File: src/rtc_pkg.sv
// Shared constants and carrier types for the clock's bus, latch and interrupt logic
package rtc_pkg;
    localparam int ADDR_W = 5;
    localparam int DATA_W = 8;
    localparam int TIME_WORDS = 8;
    localparam int ALARM_WORDS = 8;
    localparam int PERIODIC_COUNT = 6;
    // Register map
    localparam logic [4:0] ADDR_HUND = 5'h00;
    localparam logic [4:0] ADDR_TIME_LAST = 5'h07;
    localparam logic [4:0] ADDR_ALARM_FIRST = 5'h08;
    localparam logic [4:0] ADDR_ALARM_LAST = 5'h0F;
    localparam logic [4:0] ADDR_STATUS = 5'h10;
    localparam logic [4:0] ADDR_COMMAND = 5'h11;
    // Field positions
    localparam int BIT_ALARM = 0;
    localparam int BIT_ANY = 7;
    localparam int BIT_GLOBAL_EN = 4;
    localparam int BIT_PERIODIC_LO = 1;
    localparam int BIT_PERIODIC_HI = 6;
    localparam int BIT_ALARM_FIELD_MASK = 7;
    // Reset values
    localparam logic [7:0] STATUS_RESET = 8'h00;
    localparam logic [6:0] MASK_RESET = 7'h00;
    localparam logic [7:0] COMMAND_RESET = 8'h00;
    localparam logic [7:0] DATA_RESET = 8'h00;

    // Parallel bus pins as seen at the chip, strobes active low
    typedef struct packed {
        logic chip_sel_n;
        logic read_n;
        logic write_n;
        logic [4:0] addr;
        logic [7:0] wdata;
    } bus_pins_t;

    // Write toward the counter chain
    typedef struct packed {
        logic en;
        logic [2:0] index;
        logic [7:0] data;
    } counter_wr_t;

    // Eight time bytes in register order, index 0 is hundredths
    typedef logic [7:0][7:0] time_bank_t;
endpackage

File: src/rtc_latch_irq.sv
// Bus decode, time read latch, status, masks, alarm compare and interrupt drive
`timescale 1ns/1ps
// Notes on behaviour
// - Reading hundredths captures the seven other time counters into a latch.
// - Hundredths reads always return the live count, never a latched one.
// - Latched values hold and are returned until hundredths is read again.
// - Alarm RAM reads return stored bytes directly, with no latching.
// - Status flags mark every counter increment since last read, mask ignored.
// - Each status read clears all flags except those set by events in the same cycle, right after returning the data.
// - Top status bit set whenever an interrupt was generated since last read.
// - Alarm-caused interrupt also sets the lowest status bit.
// - A status read switches the interrupt output transistor off unless an interrupt event occurs in the same cycle.
// - Periodic interrupts need global enable and a mask bit one to six.
// - Periodic interrupt fires whenever a masked-in counter increments.
// - Following periodic interrupts come exactly one interval apart.
// - Alarm interrupts need global enable and mask bit zero.
// - Exact alarm match sets status bits zero and seven, turns output on.
// - Masked alarm fields other than hundredths are skipped and match any counter value.
// - Masked hundredths alarm field acts as if programmed to zero.
// - Backup supply below threshold blocks all bus reads and writes.
// - Writes at the status address load the interrupt mask instead.
// - Mask bit three selects the one-second periodic interrupt.
// - Command register at address eleven hex holds frequency, enable, run, test.
module rtc_latch_irq #(
    parameter int PERIODIC_COUNT = rtc_pkg::PERIODIC_COUNT,
    parameter int ALARM_WORDS = rtc_pkg::ALARM_WORDS
) (
    input wire logic clock,
    input wire logic resetn,
    input wire rtc_pkg::bus_pins_t bus_pins,
    input wire logic supply_valid_signal,
    input wire rtc_pkg::time_bank_t time_live,
    input wire logic [PERIODIC_COUNT-1:0] counter_increment,
    output logic [7:0] data_out,
    output logic data_oe,
    output logic irq_drive,
    output rtc_pkg::counter_wr_t counter_wr,
    output logic [7:0] command_out
);
    // Elaboration check on the shape the logic serves
    if (PERIODIC_COUNT != 6 || ALARM_WORDS != 8) begin : g_shape_check
        $error("rtc_latch_irq supports six periodic intervals and eight alarm words");
    end

    // Bus group
    logic rd_active_reg, rd_active_next, wr_active_reg, wr_active_next;
    logic [7:0] data_reg, data_next;
    logic oe_reg, oe_next;
    logic [6:0] mask_reg, mask_next;
    logic [7:0] command_reg, command_next;
    rtc_pkg::counter_wr_t cwr_reg, cwr_next;
    // Latch group
    rtc_pkg::time_bank_t latch_reg, latch_next;
    // Status group
    logic [7:0] status_reg, status_next;
    logic irq_reg, irq_next;
    logic tick_seen_reg, tick_seen_next;

    logic rd_level, wr_level, rd_start, wr_start;
    logic rd_hund, rd_status, wr_alarm;
    logic alarm_hit, periodic_fire, alarm_fire, irq_event;
    logic [7:0] events;
    logic [ALARM_WORDS-1:0][7:0] alarm_words;

    // Field mask flag of an alarm byte
    function automatic logic field_masked(input logic [7:0] value);
        return value[rtc_pkg::BIT_ALARM_FIELD_MASK];
    endfunction

    // Address range test used by read and write decode
    function automatic logic in_range(input logic [4:0] a, input logic [4:0] lo,
                                      input logic [4:0] hi);
        return (a >= lo) && (a <= hi);
    endfunction

    assign rd_level = supply_valid_signal && !bus_pins.chip_sel_n && !bus_pins.read_n;
    assign wr_level = supply_valid_signal && !bus_pins.chip_sel_n && !bus_pins.write_n;
    assign rd_start = rd_level && !rd_active_reg;
    assign wr_start = wr_level && !wr_active_reg;
    assign rd_hund = rd_start && bus_pins.addr == rtc_pkg::ADDR_HUND;
    assign rd_status = rd_start && bus_pins.addr == rtc_pkg::ADDR_STATUS;
    assign wr_alarm = wr_start && in_range(bus_pins.addr, rtc_pkg::ADDR_ALARM_FIRST,
                                           rtc_pkg::ADDR_ALARM_LAST);

    alarm_store #(
        .WORDS(ALARM_WORDS),
        .WIDTH(rtc_pkg::DATA_W)
    ) u_alarm (
        .clock(clock),
        .resetn(resetn),
        .wr_en(wr_alarm),
        .wr_addr(bus_pins.addr[2:0]),
        .wr_data(bus_pins.wdata),
        .rd_addr(bus_pins.addr[2:0]),
        .rd_data(),
        .contents(alarm_words)
    );

    // Bus decode: read data, mask, command and counter writes
    always_comb begin
        rd_active_next = rd_level;
        wr_active_next = wr_level;
        oe_next = rd_level;
        data_next = data_reg;
        mask_next = mask_reg;
        command_next = command_reg;
        cwr_next = '0;
        if (rd_start) begin
            if (bus_pins.addr == rtc_pkg::ADDR_HUND) begin
                data_next = time_live[0];
            end else if (in_range(bus_pins.addr, 5'h01, rtc_pkg::ADDR_TIME_LAST)) begin
                data_next = latch_reg[bus_pins.addr[2:0]];
            end else if (in_range(bus_pins.addr, rtc_pkg::ADDR_ALARM_FIRST,
                                  rtc_pkg::ADDR_ALARM_LAST)) begin
                data_next = alarm_words[bus_pins.addr[2:0]];
            end else if (bus_pins.addr == rtc_pkg::ADDR_STATUS) begin
                data_next = status_reg;
            end else if (bus_pins.addr == rtc_pkg::ADDR_COMMAND) begin
                data_next = command_reg;
            end else begin
                data_next = rtc_pkg::DATA_RESET;
            end
        end
        if (wr_start) begin
            if (in_range(bus_pins.addr, rtc_pkg::ADDR_HUND, rtc_pkg::ADDR_TIME_LAST)) begin
                cwr_next.en = 1'b1;
                cwr_next.index = bus_pins.addr[2:0];
                cwr_next.data = bus_pins.wdata;
            end else if (bus_pins.addr == rtc_pkg::ADDR_STATUS) begin
                mask_next = bus_pins.wdata[6:0];
            end else if (bus_pins.addr == rtc_pkg::ADDR_COMMAND) begin
                command_next = bus_pins.wdata;
            end
        end
    end

    // Bus group registers
    always_ff @(posedge clock) begin
        if (!resetn) begin
            rd_active_reg <= 1'b0;
            wr_active_reg <= 1'b0;
            oe_reg <= 1'b0;
            data_reg <= rtc_pkg::DATA_RESET;
            mask_reg <= rtc_pkg::MASK_RESET;
            command_reg <= rtc_pkg::COMMAND_RESET;
            cwr_reg <= '0;
        end else begin
            rd_active_reg <= rd_active_next;
            wr_active_reg <= wr_active_next;
            oe_reg <= oe_next;
            data_reg <= data_next;
            mask_reg <= mask_next;
            command_reg <= command_next;
            cwr_reg <= cwr_next;
        end
    end

    always_comb begin
        latch_next = latch_reg;
        if (rd_hund) begin
            latch_next = time_live;
        end
    end

    always_ff @(posedge clock) begin
        if (!resetn) begin
            latch_reg <= '0;
        end else begin
            latch_reg <= latch_next;
        end
    end

    always_comb begin
        alarm_hit = tick_seen_reg;
        for (int i = 0; i < ALARM_WORDS; i++) begin
            if (!field_masked(alarm_words[i])) begin
                if (alarm_words[i][6:0] != time_live[i][6:0]) begin
                    alarm_hit = 1'b0;
                end
            end else if (i == 0 && time_live[0] != 8'h00) begin
                alarm_hit = 1'b0;
            end
        end
    end

    assign periodic_fire = command_reg[rtc_pkg::BIT_GLOBAL_EN]
        && |(mask_reg[rtc_pkg::BIT_PERIODIC_HI:rtc_pkg::BIT_PERIODIC_LO] & counter_increment);
    assign alarm_fire = alarm_hit && command_reg[rtc_pkg::BIT_GLOBAL_EN]
        && mask_reg[rtc_pkg::BIT_ALARM];
    assign irq_event = periodic_fire || alarm_fire;

    always_comb begin
        events = '0;
        events[rtc_pkg::BIT_PERIODIC_HI:rtc_pkg::BIT_PERIODIC_LO] = counter_increment;
        events[rtc_pkg::BIT_ALARM] = alarm_fire;
        events[rtc_pkg::BIT_ANY] = irq_event;
    end

    always_comb begin
        tick_seen_next = counter_increment[0];
        status_next = (rd_status ? rtc_pkg::STATUS_RESET : status_reg) | events;
        irq_next = (irq_reg && !rd_status) || irq_event;
    end

    always_ff @(posedge clock) begin
        if (!resetn) begin
            status_reg <= rtc_pkg::STATUS_RESET;
            irq_reg <= 1'b0;
            tick_seen_reg <= 1'b0;
        end else begin
            status_reg <= status_next;
            irq_reg <= irq_next;
            tick_seen_reg <= tick_seen_next;
        end
    end

    assign data_out = data_reg;
    assign data_oe = oe_reg;
    assign irq_drive = irq_reg;
    assign counter_wr = cwr_reg;
    assign command_out = command_reg;

    latch_hold_a: assert property (@(posedge clock) disable iff (!resetn)
        !$past(rd_hund) |-> $stable(latch_reg))
        else $error("time latch changed without a hundredths read");

    latch_capture_a: assert property (@(posedge clock) disable iff (!resetn)
        rd_hund |=> latch_reg == $past(time_live))
        else $error("time latch missed capture");

    hund_live_a: assert property (@(posedge clock) disable iff (!resetn)
        rd_hund |=> data_out == $past(time_live[0]) && data_oe)
        else $error("hundredths read did not return live count");

    status_clear_a: assert property (@(posedge clock) disable iff (!resetn)
        rd_status |=> status_reg == $past(events) && data_out == $past(status_reg))
        else $error("status read did not clear to new events only");

    irq_release_a: assert property (@(posedge clock) disable iff (!resetn)
        rd_status && !irq_event |=> !irq_drive)
        else $error("interrupt output stayed on after status read");

    irq_cause_a: assert property (@(posedge clock) disable iff (!resetn)
        $rose(irq_drive) |-> $past(command_reg[rtc_pkg::BIT_GLOBAL_EN])
            && $past(|mask_reg))
        else $error("interrupt raised while not enabled");

    alarm_flags_a: assert property (@(posedge clock) disable iff (!resetn)
        alarm_fire |=> status_reg[rtc_pkg::BIT_ALARM] && status_reg[rtc_pkg::BIT_ANY]
            && irq_drive)
        else $error("alarm match did not flag and drive interrupt");

    count_flags_a: assert property (@(posedge clock) disable iff (!resetn)
        |counter_increment
            |=> (status_reg[6:1] & $past(counter_increment)) == $past(counter_increment))
        else $error("counter increment not flagged");

    io_block_a: assert property (@(posedge clock) disable iff (!resetn)
        !supply_valid_signal |=> !data_oe && !counter_wr.en)
        else $error("bus active while backup supply is low");

    mask_write_a: assert property (@(posedge clock) disable iff (!resetn)
        wr_start && bus_pins.addr == rtc_pkg::ADDR_STATUS
            |=> mask_reg == $past(bus_pins.wdata[6:0]))
        else $error("mask write not taken");

    alarm_once_a: assert property (@(posedge clock) disable iff (!resetn)
        alarm_hit |=> !alarm_hit)
        else $error("alarm compared twice for one tick");
endmodule

File: src/alarm_store.sv
// Alarm storage RAM with a registered read port and all words visible to the comparator
`timescale 1ns/1ps
module alarm_store #(
    parameter int WORDS = 8,
    parameter int WIDTH = 8
) (
    input wire logic clock,
    input wire logic resetn,
    input wire logic wr_en,
    input wire logic [$clog2(WORDS)-1:0] wr_addr,
    input wire logic [WIDTH-1:0] wr_data,
    input wire logic [$clog2(WORDS)-1:0] rd_addr,
    output logic [WIDTH-1:0] rd_data,
    output logic [WORDS-1:0][WIDTH-1:0] contents
);
    logic [WORDS-1:0][WIDTH-1:0] mem_reg;
    logic [WORDS-1:0][WIDTH-1:0] mem_next;
    logic [WIDTH-1:0] rd_reg;

    // Word update on write
    always_comb begin
        mem_next = mem_reg;
        if (wr_en) begin
            mem_next[wr_addr] = wr_data;
        end
    end

    // Storage and read register
    always_ff @(posedge clock) begin
        if (!resetn) begin
            mem_reg <= '0;
            rd_reg <= '0;
        end else begin
            mem_reg <= mem_next;
            rd_reg <= mem_reg[rd_addr];
        end
    end

    assign rd_data = rd_reg;
    assign contents = mem_reg;
endmodule

File: config.mk
export PLATFORM = sky130hd
export DESIGN_NAME = rtc_latch_irq
export DESIGN_NICKNAME = d
export VERILOG_FILES = /design/src/rtc_pkg.sv /design/src/rtc_latch_irq.sv /design/src/alarm_store.sv
export SDC_FILE = /design/constraint.sdc
export NUM_CORES = 1
export LEC_CHECK = 0
export BUFFER_PORTS_ARGS = -buffer_cell sky130_fd_sc_hd__buf_4
export CAP_MARGIN = 20
export CORE_MARGIN = 2
export CORE_UTILIZATION = 57
export DETAILED_ROUTE_END_ITERATION = 12
export PLACE_DENSITY = 0.8
export SYNTH_ARGS = -nofsm -noshare
export SYNTH_HDL_FRONTEND = slang
export SYNTH_SLANG_ARGS = --single-unit
File: constraint.sdc
create_clock -name clock -period 2.1 [get_ports clock]
set_input_delay 0 -clock clock [delete_from_list [all_inputs] [get_ports clock]]
set_output_delay 0 -clock clock [all_outputs]
set_load 0.005 [all_outputs]
After elaboration in Yosys (flattened, before gate mapping)
Cells that the tools add are included.

storage, ports and cells
  flip-flop bits (word level) = 175

cells by class
  reduce and logical (&&, ||, !) cells = 31
  mux-type cells = 31
  eq/ne operators = 10
  bitwise logic cells = 4
  magnitude comparators = 7

operator list
  operator                                                    count
  2-to-1 mux 8 bit                                            9
  bitwise mux 64 bit                                          1
  inequality test 7 bit                                       8
  binary-select mux 8 bit (select 3 bit)                      2
  demux 8 bit (select 3 bit)                                  1
  2-to-1 mux 1 bit                                            17
  logical AND 1 bit                                           16
  2-to-1 mux 12 bit                                           1
  equality test 5 bit, second input constant                  2
  >= comparator 5 x 1 -> 1 bit, second input constant         2
  OR 8 bit                                                    1
  nonzero test 8 bit                                          1
  AND 6 bit                                                   1
  zero test 1 bit                                             6
  AND reduction 3 bit                                         2
  OR reduction 6 bit                                          1
  >= comparator 5 x 4 -> 1 bit, second input constant         1
  <= comparator 5 x 3 -> 1 bit, second input constant         1
  <= comparator 5 x 4 -> 1 bit, second input constant         1
  zero test 5 bit                                             1
  less-than comparator 3 x 4 -> 1 bit, second input constant  1
  AND reduction 4 bit                                         1
  >= comparator 3 x 1 -> 1 bit, second input constant         1
  logical OR 1 bit                                            2
  other kinds (2)                                             3

Depth between registers and ports, before layout
  word-level depth = 21
  depth in mapped cells = 8
  depth with buffers taken out = 6

By module
Synthesis repeated with hierarchy kept, for this count alone.

unflattened totals
  cells, all modules = 929
  area, all modules = 8525.7 um2

by module, submodules not included
  module         times used  area each (um2)  cells an instance  sequential area each (um2)
  rtc_latch_irq  1           5424.0           611                2062.0
  alarm_store    1           3101.7           318                1441.4

Worst setup path after synthesis
Ideal clock, no wire load.

  path kind = register -> register
  start = reg data_oe (netlist name)
  end = reg irq_reg, in the netlist irq_drive
  library setup time = 0.116 ns
  period minus slack after synthesis = 1.664 ns
  cell stages (with the launch flop) = 7
  data arrival time = 1.548 ns
  path buffers = 2
  path slack = 0.436 ns
  cells stage by stage = dfxtp_1 or3_1 clkbuf_1 or3_1 buf_2 a31oi_1 nand2_1

RTL lines
  item                    line                  source
  end signal: assignment  rtc_latch_irq.sv:212  irq_reg <= irq_next;
  end: declaration        rtc_latch_irq.sv:56   logic irq_reg, irq_next;

Worst setup path in the final report
  start = reg u_alarm.mem_reg (netlist bit u_alarm.contents[46])
  end = reg status_reg[7]

on the way
  word-level cells in the longest chain between the ends = 11

ends and longest elaborated chain
  item                       line                  source
  start: declaration         alarm_store.sv:16     logic [WORDS-1:0][WIDTH-1:0] mem_reg;
  start signal: assignment   alarm_store.sv:34     mem_reg <= mem_next;
  inequality test 7 bit (*)  rtc_latch_irq.sv:177  if (alarm_words[i][6:0] != time_live[i][6:0]) begin
  2-to-1 mux 1 bit (*)       rtc_latch_irq.sv:177
  2-to-1 mux 1 bit (*)       rtc_latch_irq.sv:176  if (!field_masked(alarm_words[i])) begin
  2-to-1 mux 1 bit           rtc_latch_irq.sv:177
  2-to-1 mux 1 bit (*)       rtc_latch_irq.sv:176
  2-to-1 mux 1 bit           rtc_latch_irq.sv:177
  2-to-1 mux 1 bit (*)       rtc_latch_irq.sv:176
  logical AND 1 bit (*)      rtc_latch_irq.sv:188  assign alarm_fire = alarm_hit && command_reg[rtc_pkg::BIT_GLOBAL_EN]
  logical AND 1 bit (*)      rtc_latch_irq.sv:189  && mask_reg[rtc_pkg::BIT_ALARM];
  logical OR 1 bit (*)       rtc_latch_irq.sv:190  assign irq_event = periodic_fire || alarm_fire;
  OR 8 bit (*)               rtc_latch_irq.sv:201  status_next = (rd_status ? rtc_pkg::STATUS_RESET : status_reg) | events;
  end signal: assignment     rtc_latch_irq.sv:207  status_reg <= rtc_pkg::STATUS_RESET;
  end signal: assignment     rtc_latch_irq.sv:211  status_reg <= status_next;
  end: declaration           rtc_latch_irq.sv:55   logic [7:0] status_reg, status_next;

Every way passes the cells marked *; elsewhere a longest branch is shown, timed or not.
A chain may end at the register's enable or synchronous reset.

==> PnR_summary.wiki <==
{| class="wikitable"
! Metric !! Value
|-
| Outcome || finished, final reports clean
|-
| Number of buffer and inverter stages on the critical path || 0
|-
| Wire length of the first global-routing pass || 38500 µm
|-
| Number of antenna violations at the first check in global routing || 0
|-
| Commonest non-fill, non-tap cell in the layout || dfxtp_1
|-
| Setup total negative slack || 0 ns
|-
| Flip-flop count of the largest register after layout || 64
|-
| Leftover overflow at the end of global routing || 0
|-
| Post-DR vias/cell || 5.947
|-
| Cell chain of the critical path || xor2_1, nor4_1, a41o_1, o221ai_1, or4_1, nand2_1
|-
| Synth warn || 0
|-
| Power density over cell area || 686.3 mW/mm²
|-
| GR met1 Demand/Resource || 0.4555
|-
| Sequential share of the synthesized area || 0.4172
|-
| Commonest cells after routing, fill and taps aside || dfxtp_1, nand2_1, buf_4, mux2i_1, dlygate4sd3_1
|-
| Met3 track demand over resource || 0.06041
|-
| Maximum number of pins on one net before global-route repair || 95
|-
| Per-instance average area after synthesis || 9.495 µm²
|-
| Global-route total usage across every layer || 0.3471
|-
| Setup Skew || 0.004840 ns
|-
| Pre-Repair DR Iteration Count || 5
|-
| Critical Path Start || u_alarm.contents[46]
|-
| Synthesis-stage register bit count || 167
|-
| Core box area || 0.01383 mm²
|-
| Nature of the critical path endpoint || flip-flop
|-
| Levels on crit path || 6
|-
| ANT cells || 0
|-
| Share of the clock period used by the worst path || 0.9509
|-
| Standard-cell row count || 43
|-
| Antenna-violating nets left || 0
|-
| Critical path class || reg -> reg
|-
| Endpoint arrival time on the critical path || 2.36 ns
|-
| Worst hold-check path type || in -> reg
|-
| Lkg Pwr || 4.126 nW
|-
| Iter 0 DRT Violations || 750
|-
| Final Max Slew Viols || 0
|-
| Via count || 7250
|-
| Top Family by Delay on Critical Path || simple AND/OR/NAND/NOR gates
|-
| Hold-critical path depth || 3
|-
| Number of buffers inserted during clock tree synthesis || 17
|-
| Share of layout cells above drive strength 1 || 0.1973
|-
| Peak supply drop || 0.0005642 V
|-
| Setup repair after global routing missed its margin || no
|-
| Worst min-delay path endpoint || data_out[7]
|-
| Via count of the first global-routing pass || 7053
|-
| Clock insertion delay at the later pin of the skew report || 0.43 ns
|-
| Unique cell type count in the Yosys netlist || 41
|-
| Clock H-tree levels || 4
|-
| Final HPWL from detailed placement || 16480 µm
|-
| Time the worst path needs with I/O delays and setup || 1.997 ns
|-
| Count of flip-flops with a built-in enable after synthesis || 0
|-
| Floorplan die area || 0.01502 mm²
|-
| Worst reg-to-reg path cell count || 6
|-
| Number of max-cap violations || 0
|-
| Library cell contributing the largest single delay on the critical path || or4_1
|-
| Clock tree from TritonCTS || built
|-
| Crit-path max FO || 3
|-
| # setup viols final || 0
|-
| Cell at the root of the clock tree || clkbuf_16
|-
| Area grow syn2layout || 31.80%
|-
| Io pins || 119
|-
| Number of buffers inserted by port buffering || 118
|-
| CTS clk-pin slew, worst paths || 0.06 ns
|-
| Post-route total power || 7.249 mW
|-
| Kind of start point of the critical path || flip-flop
|-
| Final nets || 1116
|-
| Layer carrying the most global-route usage || met2
|-
| Highest achievable clock rate || 500.8 MHz
|-
| Drt total wl || 25520 µm
|-
| CTS sink cnt || 167
|-
| Most common flop cell mapped by yosys || dfxtp_1
|-
| Terminus of the critical flop-to-flop path || status_reg[7]
|-
| Register-to-register path setup slack || 0.10 ns
|-
| Worst path max stage delay || 0.65 ns
|-
| Initial cell density of the core || 0.5796
|-
| Worst r2r src || u_alarm.contents[46]
|-
| Critical Path RT || 2.47 ns
|-
| Core utilization of the finished layout || 0.7639
|-
| X dimension of the die || 122.6 µm
|-
| Max-Slew Margin vs Limit || 0.4830
|-
| Final weighted congestion in routability-driven placement || 0.9593
|-
| Net count of the mapped netlist || 933
|-
| Drt drc || 0
|-
| Die Ht || 122.6 µm
|-
| Async set or reset register ratio after synthesis || 0
|-
| HP Start || bus_pins[12]
|-
| Cell Area, Synth || 0.008014 mm²
|-
| Maximum number of buffers from clock root to sink || 2
|-
| Count of fill cells added during filler insertion || 892
|-
| Global routing met2 resource utilization || 0.5632
|-
| Wire length per cell || 20.94 µm
|-
| Final count of hold timing violations || 0
|-
| Actual transition at the worst max-transition pin || 0.7754 ns
|-
| Area of all sequential standard cells || 0.003343 mm²
|-
| Multi-input gate area || 0.004395 mm²
|-
| Cells after Synth || 844
|}
[synthesized netlist by cell type, types with 17 or more instances]
library cell / count / area (µm²)
xnor2_1: 31 / 271.5
xor2_1: 25 / 219.0
nor2b_1: 70 / 437.9
a21boi_0: 61 / 457.9
nand2_1: 161 / 604.3
buf_2: 17 / 85.08
a21oi_1: 31 / 155.2
mux2i_1: 87 / 870.8
dfxtp_1: 167 / 3343
o21ai_0: 17 / 85.08
clkbuf_1: 43 / 161.4
mux4_2: 24 / 540.5
[cell families after synthesis]
| family | Yosys count | share of synthesized area |
|---|---|---|
| muxes | 111 | 0.1761 |
| AOI/OAI and AO/OA | 146 | 0.1215 |
| buffers and inverters | 66 | 0.03638 |
| xor gates and xnor gates | 56 | 0.06120 |
| DFF | 167 | 0.4172 |
| and+or+nand+nor | 298 | 0.1877 |
[stage by stage]
| step | hold slack (ns) | cells | area (µm²) | setup slack, ns |
|---|---|---|---|---|
| floorplan | 0.07238 | 844 | 8014 | 0.4362 |
| global placement | 0.1784 | 1101 | 9065 | 0.1878 |
| detailed placement | 0.1865 | 1101 | 9065 | 0.1422 |
| CTS | 0.06027 | 1219 | 10560 | 0.1229 |
| global route | 0.09280 | 1219 | 10560 | 0.009344 |
| finish | 0.07130 | 1219 | 10560 | 0.1031 |
[layout make-up]
class,count,share of cell area
Sequential cell,167,0.3165
Clock inverter,11,0.01647
Multi-Input combinational cell,611,0.4161
Tap cell,180,0.02132
Timing Repair Buffer,229,0.1869
Clock buffer,20,0.04229
Inverter,1,0.0003554
[power by group]
part	total [mW]	internal (mW)	switching (mW)
clock	3.33	2.02	1.31
combinational	0.713	0.368	0.345
sequential	3.20	3.19	0.0165
total	7.25	5.58	1.67
[how the worst max path moves through the flow]
stage                    endpoint  slack, ns
floorplan               irq_drive       0.44
global placement    status_reg[0]       0.19
detailed placement  status_reg[0]       0.14
CTS                 status_reg[7]       0.12
global route            irq_drive      0.009
finish              status_reg[7]       0.10
[timing repair]
action	in CTS	in global routing
setup buffers	0	0
setup endpoints to repair	0	3
endpoints found under the hold margin	123	0
gates resized for setup	0	1
hold buffers	87	0
[per-layer routing]
metal,up-vias,share of wire
li1,3279,-
met1,3461,0.40
met2,445,0.48
met3,65,0.087
met4,0,0.037
met5,-,0
[worst reg2reg max path: stages, from the launching register on]
cell and delay, ns:
dfxtp_1 0.35, xor2_1 0.16, nor4_1 0.30, a41o_1 0.23
o221ai_1 0.12, or4_1 0.65, nand2_1 0.12
Power figures use the tool's default switching activity.
